--- config.mk ---
export PLATFORM = sky130hd
export DESIGN_NAME = status_event_reporting
export DESIGN_NICKNAME = d
export VERILOG_FILES = /design/src/hw/status_event_pkg.sv /design/src/hw/status_event_reporting.sv /design/src/hw/error_queue.sv
export SDC_FILE = /design/constraint.sdc
export NUM_CORES = 1
export LEC_CHECK = 0
export ABC_CLOCK_PERIOD_IN_PS = 5300
export CAP_MARGIN = 20
export CORE_UTILIZATION = 64
export DETAILED_ROUTE_END_ITERATION = 10
export DONT_BUFFER_PORTS = 1
export PLACE_DENSITY = 0.77
export SYNTH_ARGS = -nofsm -noshare
export SYNTH_HDL_FRONTEND = slang
export SYNTH_SLANG_ARGS = --single-unit
--- constraint.sdc ---
create_clock -name ref_clk -period 5.3 [get_ports ref_clk]
set_clock_uncertainty 0.05 [all_clocks]
set_input_delay 0.53 -clock ref_clk [delete_from_list [all_inputs] [get_ports ref_clk]]
set_output_delay 0.53 -clock ref_clk [all_outputs]
set_load 0.03 [all_outputs]
--- src/hw/status_event_pkg.sv ---
// Constants shared by the status and event reporting block.
// Assumes a single 250 MHz instrument clock and one asynchronous reset.
package status_event_pkg;

  // Standard event register positions
  localparam int OpCompletePos = 0;
  localparam int ReqControlPos = 1;
  localparam int QueryErrPos = 2;
  localparam int DeviceErrPos = 3;
  localparam int ExecErrPos = 4;
  localparam int CommandErrPos = 5;
  localparam int UserReqPos = 6;
  localparam int PowerOnPos = 7;
  localparam logic [7:0] ErrorEventMask = 8'h3C;

  // Status byte positions
  localparam int QuestSummaryPos = 3;
  localparam int MsgAvailPos = 4;
  localparam int EventSummaryPos = 5;
  localparam int ServiceReqPos = 6;
  localparam int OperSummaryPos = 7;

  // Error queue
  localparam int ErrQueueDepth = 30;
  localparam logic signed [15:0] OverflowCode = -16'sd350;
  localparam logic signed [15:0] NoErrorCode = 16'h0000;

  // Register word offsets (byte address = 4 * index)
  localparam logic [3:0] RegEventIdx = 4'h0;
  localparam logic [3:0] RegEventEnIdx = 4'h1;
  localparam logic [3:0] RegStatusIdx = 4'h2;
  localparam logic [3:0] RegSrqEnIdx = 4'h3;
  localparam logic [3:0] RegPollIdx = 4'h4;
  localparam logic [3:0] RegErrorIdx = 4'h5;
  localparam logic [3:0] RegOperEnIdx = 4'h6;
  localparam logic [3:0] RegQuestEnIdx = 4'h7;
  localparam logic [3:0] RegControlIdx = 4'h8;
  localparam logic [3:0] RegErrCountIdx = 4'h9;

  // Control register bits
  localparam int CtlClearStatusPos = 0;
  localparam int CtlAfterTermPos = 1;
  localparam int CtlOpcArmPos = 2;

  localparam logic [15:0] ResetMask16 = 16'h0000;
  localparam logic [7:0] ResetMask8 = 8'h00;

endpackage

--- src/hw/status_event_reporting.sv ---
// Status byte, standard event register, masks, service request and error queue.
// Assumes an Avalon-MM master on ref_clk and event pulses from same-clock logic.
//
// How it works
// - Each event pulse sets its own standard event bit; operation complete only while armed.
// - Status byte bit 5 is any enabled standard event bit.
// - Reading the event register returns its bits, then clears it.
// - Service request enable mask is writable and readable.
// - Standard event enable mask is writable and readable.
// - Operation and questionable bits are gated by their enables into summaries.
// - Clear status empties events, error queue and pending completion request.
// - Clear status right after a terminator also empties output queue.
// - Error flags sit at positions 2 to 5; mask 60 enables all.
// - Enabled event summary raises the service request output.
// - Disabled event bits still set but add nothing to summary.
// - Status byte bit 4 shows output queue not empty.
// - Error queue stores positive device and negative general codes.
// - Error queue empties on readout, clear status or power-up.
// - Queue keeps older entries on overflow; last slot becomes -350.
// - Queue holds 30 entries, one reserved for overflow.
// - Error read pops the oldest entry; empty returns zero.
// - Status byte summaries follow their sources live.
// - Poll returns bit 6 as request flag and clears it; status read keeps it.
// - Query, execution and command errors at positions 2, 4, 5.
//
// Added by the designer: register access over Avalon-MM and the placing of the registers.
`timescale 1ns/1ns
module status_event_reporting
  import status_event_pkg::*;
#(
  parameter int ErrDepth = status_event_pkg::ErrQueueDepth
) (
  // Clock and reset
  input wire logic ref_clk,
  input wire logic reset_n,
  // Avalon-MM slave
  input wire logic [5:0] address,
  input wire logic read,
  input wire logic write,
  input wire logic [31:0] writedata,
  input wire logic [3:0] byteenable,
  output logic [31:0] readdata,
  output logic waitrequest,
  output logic [1:0] response,
  // Event pulses from instrument logic
  input wire logic opCompleteEvt,
  input wire logic request_control_flag,
  input wire logic query_error_flag,
  input wire logic device_error_flag,
  input wire logic execution_error_flag,
  input wire logic commandErrorEvt,
  input wire logic user_request_flag,
  // Error code push
  input wire logic errPush,
  input wire logic signed [15:0] errCode,
  // Operation and questionable condition levels
  input wire logic [15:0] operCond,
  input wire logic [15:0] questCond,
  // Output queue
  input wire logic outQueueNotEmpty,
  output logic outQueueClear,
  // Service request to the controller
  output logic serviceRequest
);
  import status_event_pkg::*;

  //////////////////////////////////////////////////////////////////////////
  // State
  logic [7:0] event_r, event_nxt;
  logic [7:0] eventEn_r, eventEn_nxt;
  logic [7:0] srqEn_r, srqEn_nxt;
  logic [15:0] operEn_r, operEn_nxt;
  logic [15:0] questEn_r, questEn_nxt;
  logic rqs_r, rqs_nxt;
  logic opcArm_r, opcArm_nxt;
  logic powerUp_r, powerUp_nxt;
  logic ack_r, ack_nxt;
  logic [31:0] readdata_r, readdata_nxt;
  logic [1:0] resp_r, resp_nxt;
  logic outClr_r, outClr_nxt;
  // Summary as seen last cycle, so that only a new reason raises a request
  logic mssPrev_r, mssPrev_nxt;

  logic [3:0] idx;
  logic aligned;
  logic req;
  logic take;
  logic [7:0] statusByte;
  logic master_summary_flag;
  logic operSum, questSum, eventSum;
  logic [7:0] evtIn;
  logic clearStatus;
  logic errPop;
  // Accepting edge of a serial poll read
  logic pollTake;
  logic signed [15:0] errHead;
  logic [5:0] errCount;

  //////////////////////////////////////////////////////////////////////////
  // Summaries and status byte
  assign operSum = |(operCond & operEn_r);
  assign questSum = |(questCond & questEn_r);
  assign eventSum = |(event_r & eventEn_r);

  always_comb begin
    statusByte = 8'h00;
    statusByte[QuestSummaryPos] = questSum;
    statusByte[MsgAvailPos] = outQueueNotEmpty;
    statusByte[EventSummaryPos] = eventSum;
    statusByte[OperSummaryPos] = operSum;
  end

  // Master summary excludes bit 6 itself
  assign master_summary_flag = |(statusByte & srqEn_r & 8'hBF);

  // Event inputs mapped to fixed positions
  always_comb begin
    evtIn = 8'h00;
    evtIn[OpCompletePos] = opCompleteEvt & opcArm_r;
    evtIn[ReqControlPos] = request_control_flag;
    evtIn[QueryErrPos] = query_error_flag;
    evtIn[DeviceErrPos] = device_error_flag;
    evtIn[ExecErrPos] = execution_error_flag;
    evtIn[CommandErrPos] = commandErrorEvt;
    evtIn[UserReqPos] = user_request_flag;
    evtIn[PowerOnPos] = powerUp_r;
  end

  //////////////////////////////////////////////////////////////////////////
  // Bus decode
  assign idx = address[5:2];
  assign aligned = (address[1:0] == 2'b00);
  assign req = read | write;
  // Single wait cycle: each access is answered on the second edge
  assign take = req & ack_r;
  assign waitrequest = req & ~ack_r;
  assign readdata = readdata_r;
  assign response = resp_r;
  assign outQueueClear = outClr_r;
  assign serviceRequest = rqs_r;

  assign clearStatus = take & write & aligned & (idx == RegControlIdx) & byteenable[0]
    & writedata[CtlClearStatusPos];
  assign errPop = take & read & aligned & (idx == RegErrorIdx);

  // Bus answer: data and response are loaded in the wait cycle, so they
  // stand at the accepting edge; the data then stays until the next request is seen, the response returns to 00
  // Writes load the data register too; it is simply not looked at
  always_comb begin
    ack_nxt = req & ~ack_r;
    readdata_nxt = readdata_r;
    resp_nxt = 2'b00;
    if (req & ~ack_r) begin
      readdata_nxt = 32'h0000_0000;
      if (!aligned) begin
        resp_nxt = 2'b10;
      end else if (idx == RegEventIdx) begin
        readdata_nxt = {24'h00_0000, event_r};
      end else if (idx == RegEventEnIdx) begin
        readdata_nxt = {24'h00_0000, eventEn_r};
      end else if (idx == RegStatusIdx) begin
        readdata_nxt = {24'h00_0000, statusByte | {1'b0, master_summary_flag, 6'h00}};
      end else if (idx == RegSrqEnIdx) begin
        readdata_nxt = {24'h00_0000, srqEn_r};
      end else if (idx == RegPollIdx) begin
        readdata_nxt = {24'h00_0000, statusByte | {1'b0, rqs_r, 6'h00}};
      end else if (idx == RegErrorIdx) begin
        readdata_nxt = {{16{errHead[15]}}, errHead};
      end else if (idx == RegOperEnIdx) begin
        readdata_nxt = {16'h0000, operEn_r};
      end else if (idx == RegQuestEnIdx) begin
        readdata_nxt = {16'h0000, questEn_r};
      end else if (idx == RegControlIdx) begin
        readdata_nxt = {29'h0000_0000, opcArm_r, 2'b00};
      end else if (idx == RegErrCountIdx) begin
        readdata_nxt = {26'h000_0000, errCount};
      end else begin
        resp_nxt = 2'b10;
      end
    end
  end

  // Access takes two cycles: one wait state, then the accepting edge
  always_ff @(posedge ref_clk or negedge reset_n) begin
    if (!reset_n) begin
      ack_r <= 1'b0;
      readdata_r <= 32'h0000_0000;
      resp_r <= 2'b00;
    end else begin
      ack_r <= ack_nxt;
      readdata_r <= readdata_nxt;
      resp_r <= resp_nxt;
    end
  end

  //////////////////////////////////////////////////////////////////////////
  // Event register, enable masks and control bits
  // Clear status leaves the masks alone; events, the error queue and the completion arm are emptied
  always_comb begin
    event_nxt = event_r | evtIn;
    eventEn_nxt = eventEn_r;
    srqEn_nxt = srqEn_r;
    operEn_nxt = operEn_r;
    questEn_nxt = questEn_r;
    opcArm_nxt = opcArm_r;
    powerUp_nxt = 1'b0;
    outClr_nxt = 1'b0;
    if (take & read & aligned & (idx == RegEventIdx)) begin
      // Events arriving in the same cycle survive the clear
      event_nxt = evtIn;
    end
    if (take & write & aligned) begin
      if (idx == RegEventEnIdx && byteenable[0]) begin
        eventEn_nxt = writedata[7:0];
      end else if (idx == RegSrqEnIdx && byteenable[0]) begin
        srqEn_nxt = writedata[7:0] & 8'hBF;
      end else if (idx == RegOperEnIdx) begin
        if (byteenable[0]) operEn_nxt[7:0] = writedata[7:0];
        if (byteenable[1]) operEn_nxt[15:8] = writedata[15:8];
      end else if (idx == RegQuestEnIdx) begin
        if (byteenable[0]) questEn_nxt[7:0] = writedata[7:0];
        if (byteenable[1]) questEn_nxt[15:8] = writedata[15:8];
      end else if (idx == RegControlIdx && byteenable[0]) begin
        if (writedata[CtlOpcArmPos]) begin
          opcArm_nxt = 1'b1;
        end
        if (writedata[CtlClearStatusPos]) begin
          event_nxt = evtIn & ~{7'h00, opcArm_r};
          opcArm_nxt = 1'b0;
          outClr_nxt = writedata[CtlAfterTermPos];
        end
      end
    end
  end

  // Power-on flag is loaded by the first edge after reset releases
  always_ff @(posedge ref_clk or negedge reset_n) begin
    if (!reset_n) begin
      event_r <= ResetMask8;
      eventEn_r <= ResetMask8;
      srqEn_r <= ResetMask8;
      operEn_r <= ResetMask16;
      questEn_r <= ResetMask16;
      opcArm_r <= 1'b0;
      powerUp_r <= 1'b1;
      outClr_r <= 1'b0;
    end else begin
      event_r <= event_nxt;
      eventEn_r <= eventEn_nxt;
      srqEn_r <= srqEn_nxt;
      operEn_r <= operEn_nxt;
      questEn_r <= questEn_nxt;
      opcArm_r <= opcArm_nxt;
      powerUp_r <= powerUp_nxt;
      outClr_r <= outClr_nxt;
    end
  end

  //////////////////////////////////////////////////////////////////////////
  // Service request: raised by a new enabled reason, so a poll really
  // withdraws it; a reason that merely stays does not raise it again
  assign pollTake = take & read & aligned & (idx == RegPollIdx);

  always_comb begin
    rqs_nxt = rqs_r | (master_summary_flag & ~mssPrev_r);
    // A reason that appears during the poll is seen one cycle later
    mssPrev_nxt = pollTake ? mssPrev_r : master_summary_flag;
    if (pollTake) begin
      rqs_nxt = 1'b0;
    end
    // Withdrawn at once when no enabled reason is left
    if (!master_summary_flag) begin
      rqs_nxt = 1'b0;
    end
  end

  always_ff @(posedge ref_clk or negedge reset_n) begin
    if (!reset_n) begin
      rqs_r <= 1'b0;
      mssPrev_r <= 1'b0;
    end else begin
      rqs_r <= rqs_nxt;
      mssPrev_r <= mssPrev_nxt;
    end
  end

  //////////////////////////////////////////////////////////////////////////
  // Error queue, cleared by clear status and emptied at reset
  error_queue #(
    .Depth(ErrDepth),
    .OvfCode(OverflowCode),
    .EmptyCode(NoErrorCode)
  ) errQueue (
    .clk(ref_clk),
    .resetN(reset_n),
    .clear(clearStatus),
    .push(errPush),
    .pushCode(errCode),
    .pop(errPop),
    .headCode(errHead),
    .count(errCount)
  );

endmodule

--- src/hw/error_queue.sv ---
// First-in first-out error code queue with overflow marker slot.
// Assumes push and pop come from logic on the same clock.
`timescale 1ns/1ns
module error_queue #(
  parameter int Depth = 30,
  parameter logic signed [15:0] OvfCode = -16'sd350,
  parameter logic signed [15:0] EmptyCode = 16'h0000
) (
  // Clock and reset
  input wire logic clk,
  input wire logic resetN,
  // Control
  input wire logic clear,
  input wire logic push,
  input wire logic signed [15:0] pushCode,
  input wire logic pop,
  // Status
  output logic signed [15:0] headCode,
  output logic [5:0] count
);
  logic signed [15:0] mem [Depth];
  logic [5:0] count_r, count_nxt;
  logic signed [15:0] memIn;
  logic doWrite, doShift;

  //////////////////////////////////////////////////////////////////////////
  // Shift queue: head is always slot 0, so a pop is a one-cycle shift
  always_comb begin
    count_nxt = count_r;
    doWrite = 1'b0;
    doShift = 1'b0;
    memIn = pushCode;
    if (clear) begin
      count_nxt = '0;
    end else begin
      if (pop && count_r != '0) begin
        doShift = 1'b1;
      end
      // Last slot is kept for the overflow marker; newest error dropped
      if (push && !(doShift && count_r == 6'(Depth))) begin
        if (count_r - 6'(doShift) < 6'(Depth - 1)) begin
          doWrite = 1'b1;
        end else if (count_r - 6'(doShift) == 6'(Depth - 1)) begin
          doWrite = 1'b1;
          memIn = OvfCode;
        end
      end
      count_nxt = count_r - 6'(doShift) + 6'(doWrite);
    end
  end

  always_ff @(posedge clk or negedge resetN) begin
    if (!resetN) begin
      count_r <= '0;
    end else begin
      count_r <= count_nxt;
    end
  end

  always_ff @(posedge clk) begin
    for (int i = 0; i < Depth; i++) begin
      if (doShift && i < Depth - 1) begin
        mem[i] <= mem[i + 1];
      end
      if (doWrite && 6'(i) == count_r - 6'(doShift)) begin
        mem[i] <= memIn;
      end
    end
  end

  assign headCode = (count_r == '0) ? EmptyCode : mem[0];
  assign count = count_r;
endmodule

==> impl_metrics.csv <==
group,metric,value,unit
min_path,hold_path_class,"input port to flip-flop",
critical_path,worstPathRequired,5.51,ns
yosys,synth_top_area_share,0.5601,
detailed_routing,routed_wl,52100,µm
final_layout,mostFrequentLayoutCells,"512 x mux2_2, 480 x edfxtp_1, 83 x dfrtp_1",
floorplanning,chipHeight,202.5,µm
final_layout,antennaDiodeCount,0,
critical_path,end_kind,"flip-flop",
detailed_routing,dr.pass1.iters,7,
critical_path,crit_arrival,5.23,ns
global_routing,grt_max_degree,86,
clocking,clkTransAtPathRegs,0.06,ns
yosys,yosysTopAreaCell,"edfxtp_1",
critical_path,worstRegToRegCells,13,
detailed_routing,ant_nets,0,
floorplanning,core_area,39730,µm²
power,power_density,362.5,nW/µm²
place,dpl.hpwl,32570,µm
detailed_routing,drt_iter0_drc,1220,
power,p_leak,0.009681,µW
yosys,yosys_warnings,0,
timing,worst_slew_pin_slew,1.132,ns
timing,min_period_over_period,0.9487,
timing,slew_viol_final,0,
floorplanning,io_pins,140,
floorplanning,die_x,202.5,µm
critical_path,crit-reg2reg-launch,"errQueue.count[3]$_DFF_PN0_",
timing,period_minus_slack,5.028,ns
global_routing,grt_pass1_wl,80810,µm
global_routing,antenna_found_initial,0,
critical_path,crit_chain,"nor4_4 -> buf_4 -> a21oi_1 -> nand2_1 -> buf_4 -> inv_1 -> ha_1 -> and3b_1 -> or3_1 -> buf_4 -> nor3_1 -> and2_1 -> or2_2",
final_layout,nNetsFinal,1703,
yosys,synth-edff-count,480,
place,gp_congestion,0.8737,
global_routing,grt_overflow,0,
timing,hold_violations,0,
clocking,cts_tree,"done",
critical_path,cp_common_cell,"buf_4",
floorplanning,initial_core_util,0.6477,
yosys,yosysSeqAreaShare,0.6428,
yosys,syn_avg_cell_area,15.89,µm²
final_layout,synthToLayoutAreaGrowth,7.974,%
timing,setup_tns,0,ns
yosys,synth_cell_types,72,
clocking,cts.sinks,565,
flow_run,max_cap_viol_count,0,
global_routing,grt_pass1_vias,13956,
yosys,synthTopCellsByArea,"edfxtp_1 56%, mux2_2 22%, dfrtp_1 8.2%",
timing,slew_headroom,0.2515,
timing,rsz0062_at_grt,"no",
timing,setup_viol,0,
min_path,min_from,"writedata[6]",
detailed_routing,via_per_inst,6.208,
floorplanning,die_area,41010,µm²
detailed_routing,drc,0,
critical_path,cp_max_fo,17,
floorplanning,row_count,73,
critical_path,cp_slowest_cell,"and2_1",
critical_path,slowest_delay,0.70,ns
final_layout,drive_gt1_frac,0.4148,
clocking,cts_setup_buffers,0,
yosys,synth_area,25730,µm²
power,total_power,10070,µW
clocking,htree_levels,2,
global_routing,grt_util_all_layers,0.2580,
run_status,outcome,"complete, no violations",
place,numPortBuffers,0,
critical_path,r2r-end,"errQueue.mem[1][89]$_DFFE_PP_",
yosys,synth-main-ff-cell,"edfxtp_1",
final_layout,mostFrequentLayoutCell,"mux2_2",
timing,max_freq,0.1989,GHz
clocking,cts_buffers,56,
yosys,ys_seq_elements,565,
power,vdd_drop_max,0.0002723,V
critical_path,crit_type,"flip-flop to flip-flop",
detailed_routing,routedWlPerCell,24.10,µm
clocking,clock_latency,0.60,ns
critical_path,start_kind,"flip-flop",
yosys,netlist_instances,1619,
detailed_routing,vias,13422,
min_path,hold_path_end,"operEn_r[6]$_DFFE_PN0P_",
clocking,cts_root_buf,"clkbuf_16",
yosys,synthArstFlopShare,0.1504,
min_path,hold_path_depth,1,
critical_path,reg2reg_slack,0.27,ns
clocking,clockBufferDepth,3,
how the worst max path moves through the flow:
stage	from	endpoint	slack [ns]	cells after the start
after floorplan	address[3]	errQueue.mem[0][100]$_DFFE_PP_	0.76	16
after global placement	errQueue.count[3]$_DFF_PN0_	errQueue.mem[0][106]$_DFFE_PP_	0.45	14
after detailed placement	errQueue.count[3]$_DFF_PN0_	errQueue.mem[1][140]$_DFFE_PP_	0.24	14
after CTS	errQueue.count[3]$_DFF_PN0_	errQueue.mem[1][140]$_DFFE_PP_	0.23	14
after global routing	errQueue.count[3]$_DFF_PN0_	errQueue.mem[1][89]$_DFFE_PP_	0.03	13
final	errQueue.count[3]$_DFF_PN0_	errQueue.mem[1][89]$_DFFE_PP_	0.27	13
cell type report:
| cell class | count | area, µm² |
|---|---|---|
| flip-flops and latches | 565 | 16550 |
| fillers | 2607 | 11950 |
| multi-input cells | 908 | 8383 |
| clock buffers | 76 | 1559 |
| well taps | 525 | 656.9 |
| repair buffers | 48 | 400.4 |
| clock inverters | 25 | 183.9 |
| inverters | 15 | 56.30 |
layer usage:
layer | part of all wire | GRT usage | vias up | routed length [µm]
met5 | 0 | 0 | - | 0
met2 | 0.49 | 0.4256 | 380 | 25590
met4 | 0.022 | 0.07304 | 0 | 1134
li1 | - | - | 6110 | -
met1 | 0.42 | 0.3449 | 6852 | 22100
met3 | 0.063 | 0.05939 | 80 | 3285
report_power, final:
| part | leakage [µW] | switching, µW | internal (µW) |
|---|---|---|---|
| clock network | 0.000860 | 1650 | 2150 |
| registers | 0.00544 | 120 | 5030 |
| logic | 0.00338 | 704 | 423 |
state kept, by name, indices dropped and copies added (netlist names):
register and cells:
questEn_r 16, readdata 17, errQueue.count 6, ack_r 1, event_r 8, errQueue.mem 480
operEn_r 16, opcArm_r 1, srqEn_r 7, serviceRequest 1, powerUp_r 1, eventEn_r 8
response 1, mssPrev_r 1, outQueueClear 1
synthesized netlist by cell type (5+ instances only):
master    instances
dfrtp_1          84
ha_1              6
mux2_2          512
a211oi_1          5
edfxtp_1        480
o21ai_0          27
nand2b_1         20
nor2_1           36
a21oi_1          27
buf_4            17
a21o_1            9
and2_1           13
nand2_1          59
nor2b_1          13
or2_2            18
buf_2            51
buf_6            20
mux2i_1          10
nand3_1           7
nor3_1           11
a22oi_1          18
xnor2_1           6
a22o_1           15
clkbuf_1         36
inv_1            13
nor4_4            7
and2_4            6
critical path, delay by kind of cell, from the launching register on:
kind	cells	cell delay [ns]
fa+ha+maj	1	0.27
flops	1	0.54
buf+inv	4	0.84
compound gates	1	0.10
simple gates	7	2.88
per-stage QoR:
step           hold slack, ns  area [µm²]  setup slack, ns  cells  utilization
2_1_floorplan          0.1844       25740           0.7562   1620            -
3_3_place_gp           0.1860       25920           0.4520   2051       0.6524
4_1_cts              0.002580       27780           0.2307   2162       0.6992
5_1_grt               0.01150       27790          0.03357   2162       0.6993
3_5_place_dp           0.1861       25930           0.2412   2052       0.6526
6_report              0.03053       27790           0.2718   2162       0.6993
what timing repair did:
action                     CTS  global route
setup endpoints to repair    0            32
gates resized for setup      0             3
hold buffers                 9             0
hold endpoints to repair    92             0
kinds of logic after synthesis:
family / Yosys count / share of synthesized area
compound gates: 146 / 0.03948
xor+xnor: 8 / 0.002723
fa+ha+maj: 6 / 0.002917
buf+inv: 147 / 0.03243
flops: 565 / 0.6428
mux: 522 / 0.2279
other cells: 1 / 0.0001457
simple gates: 224 / 0.05154
Note: power is estimated with default switching activity, not from simulation.
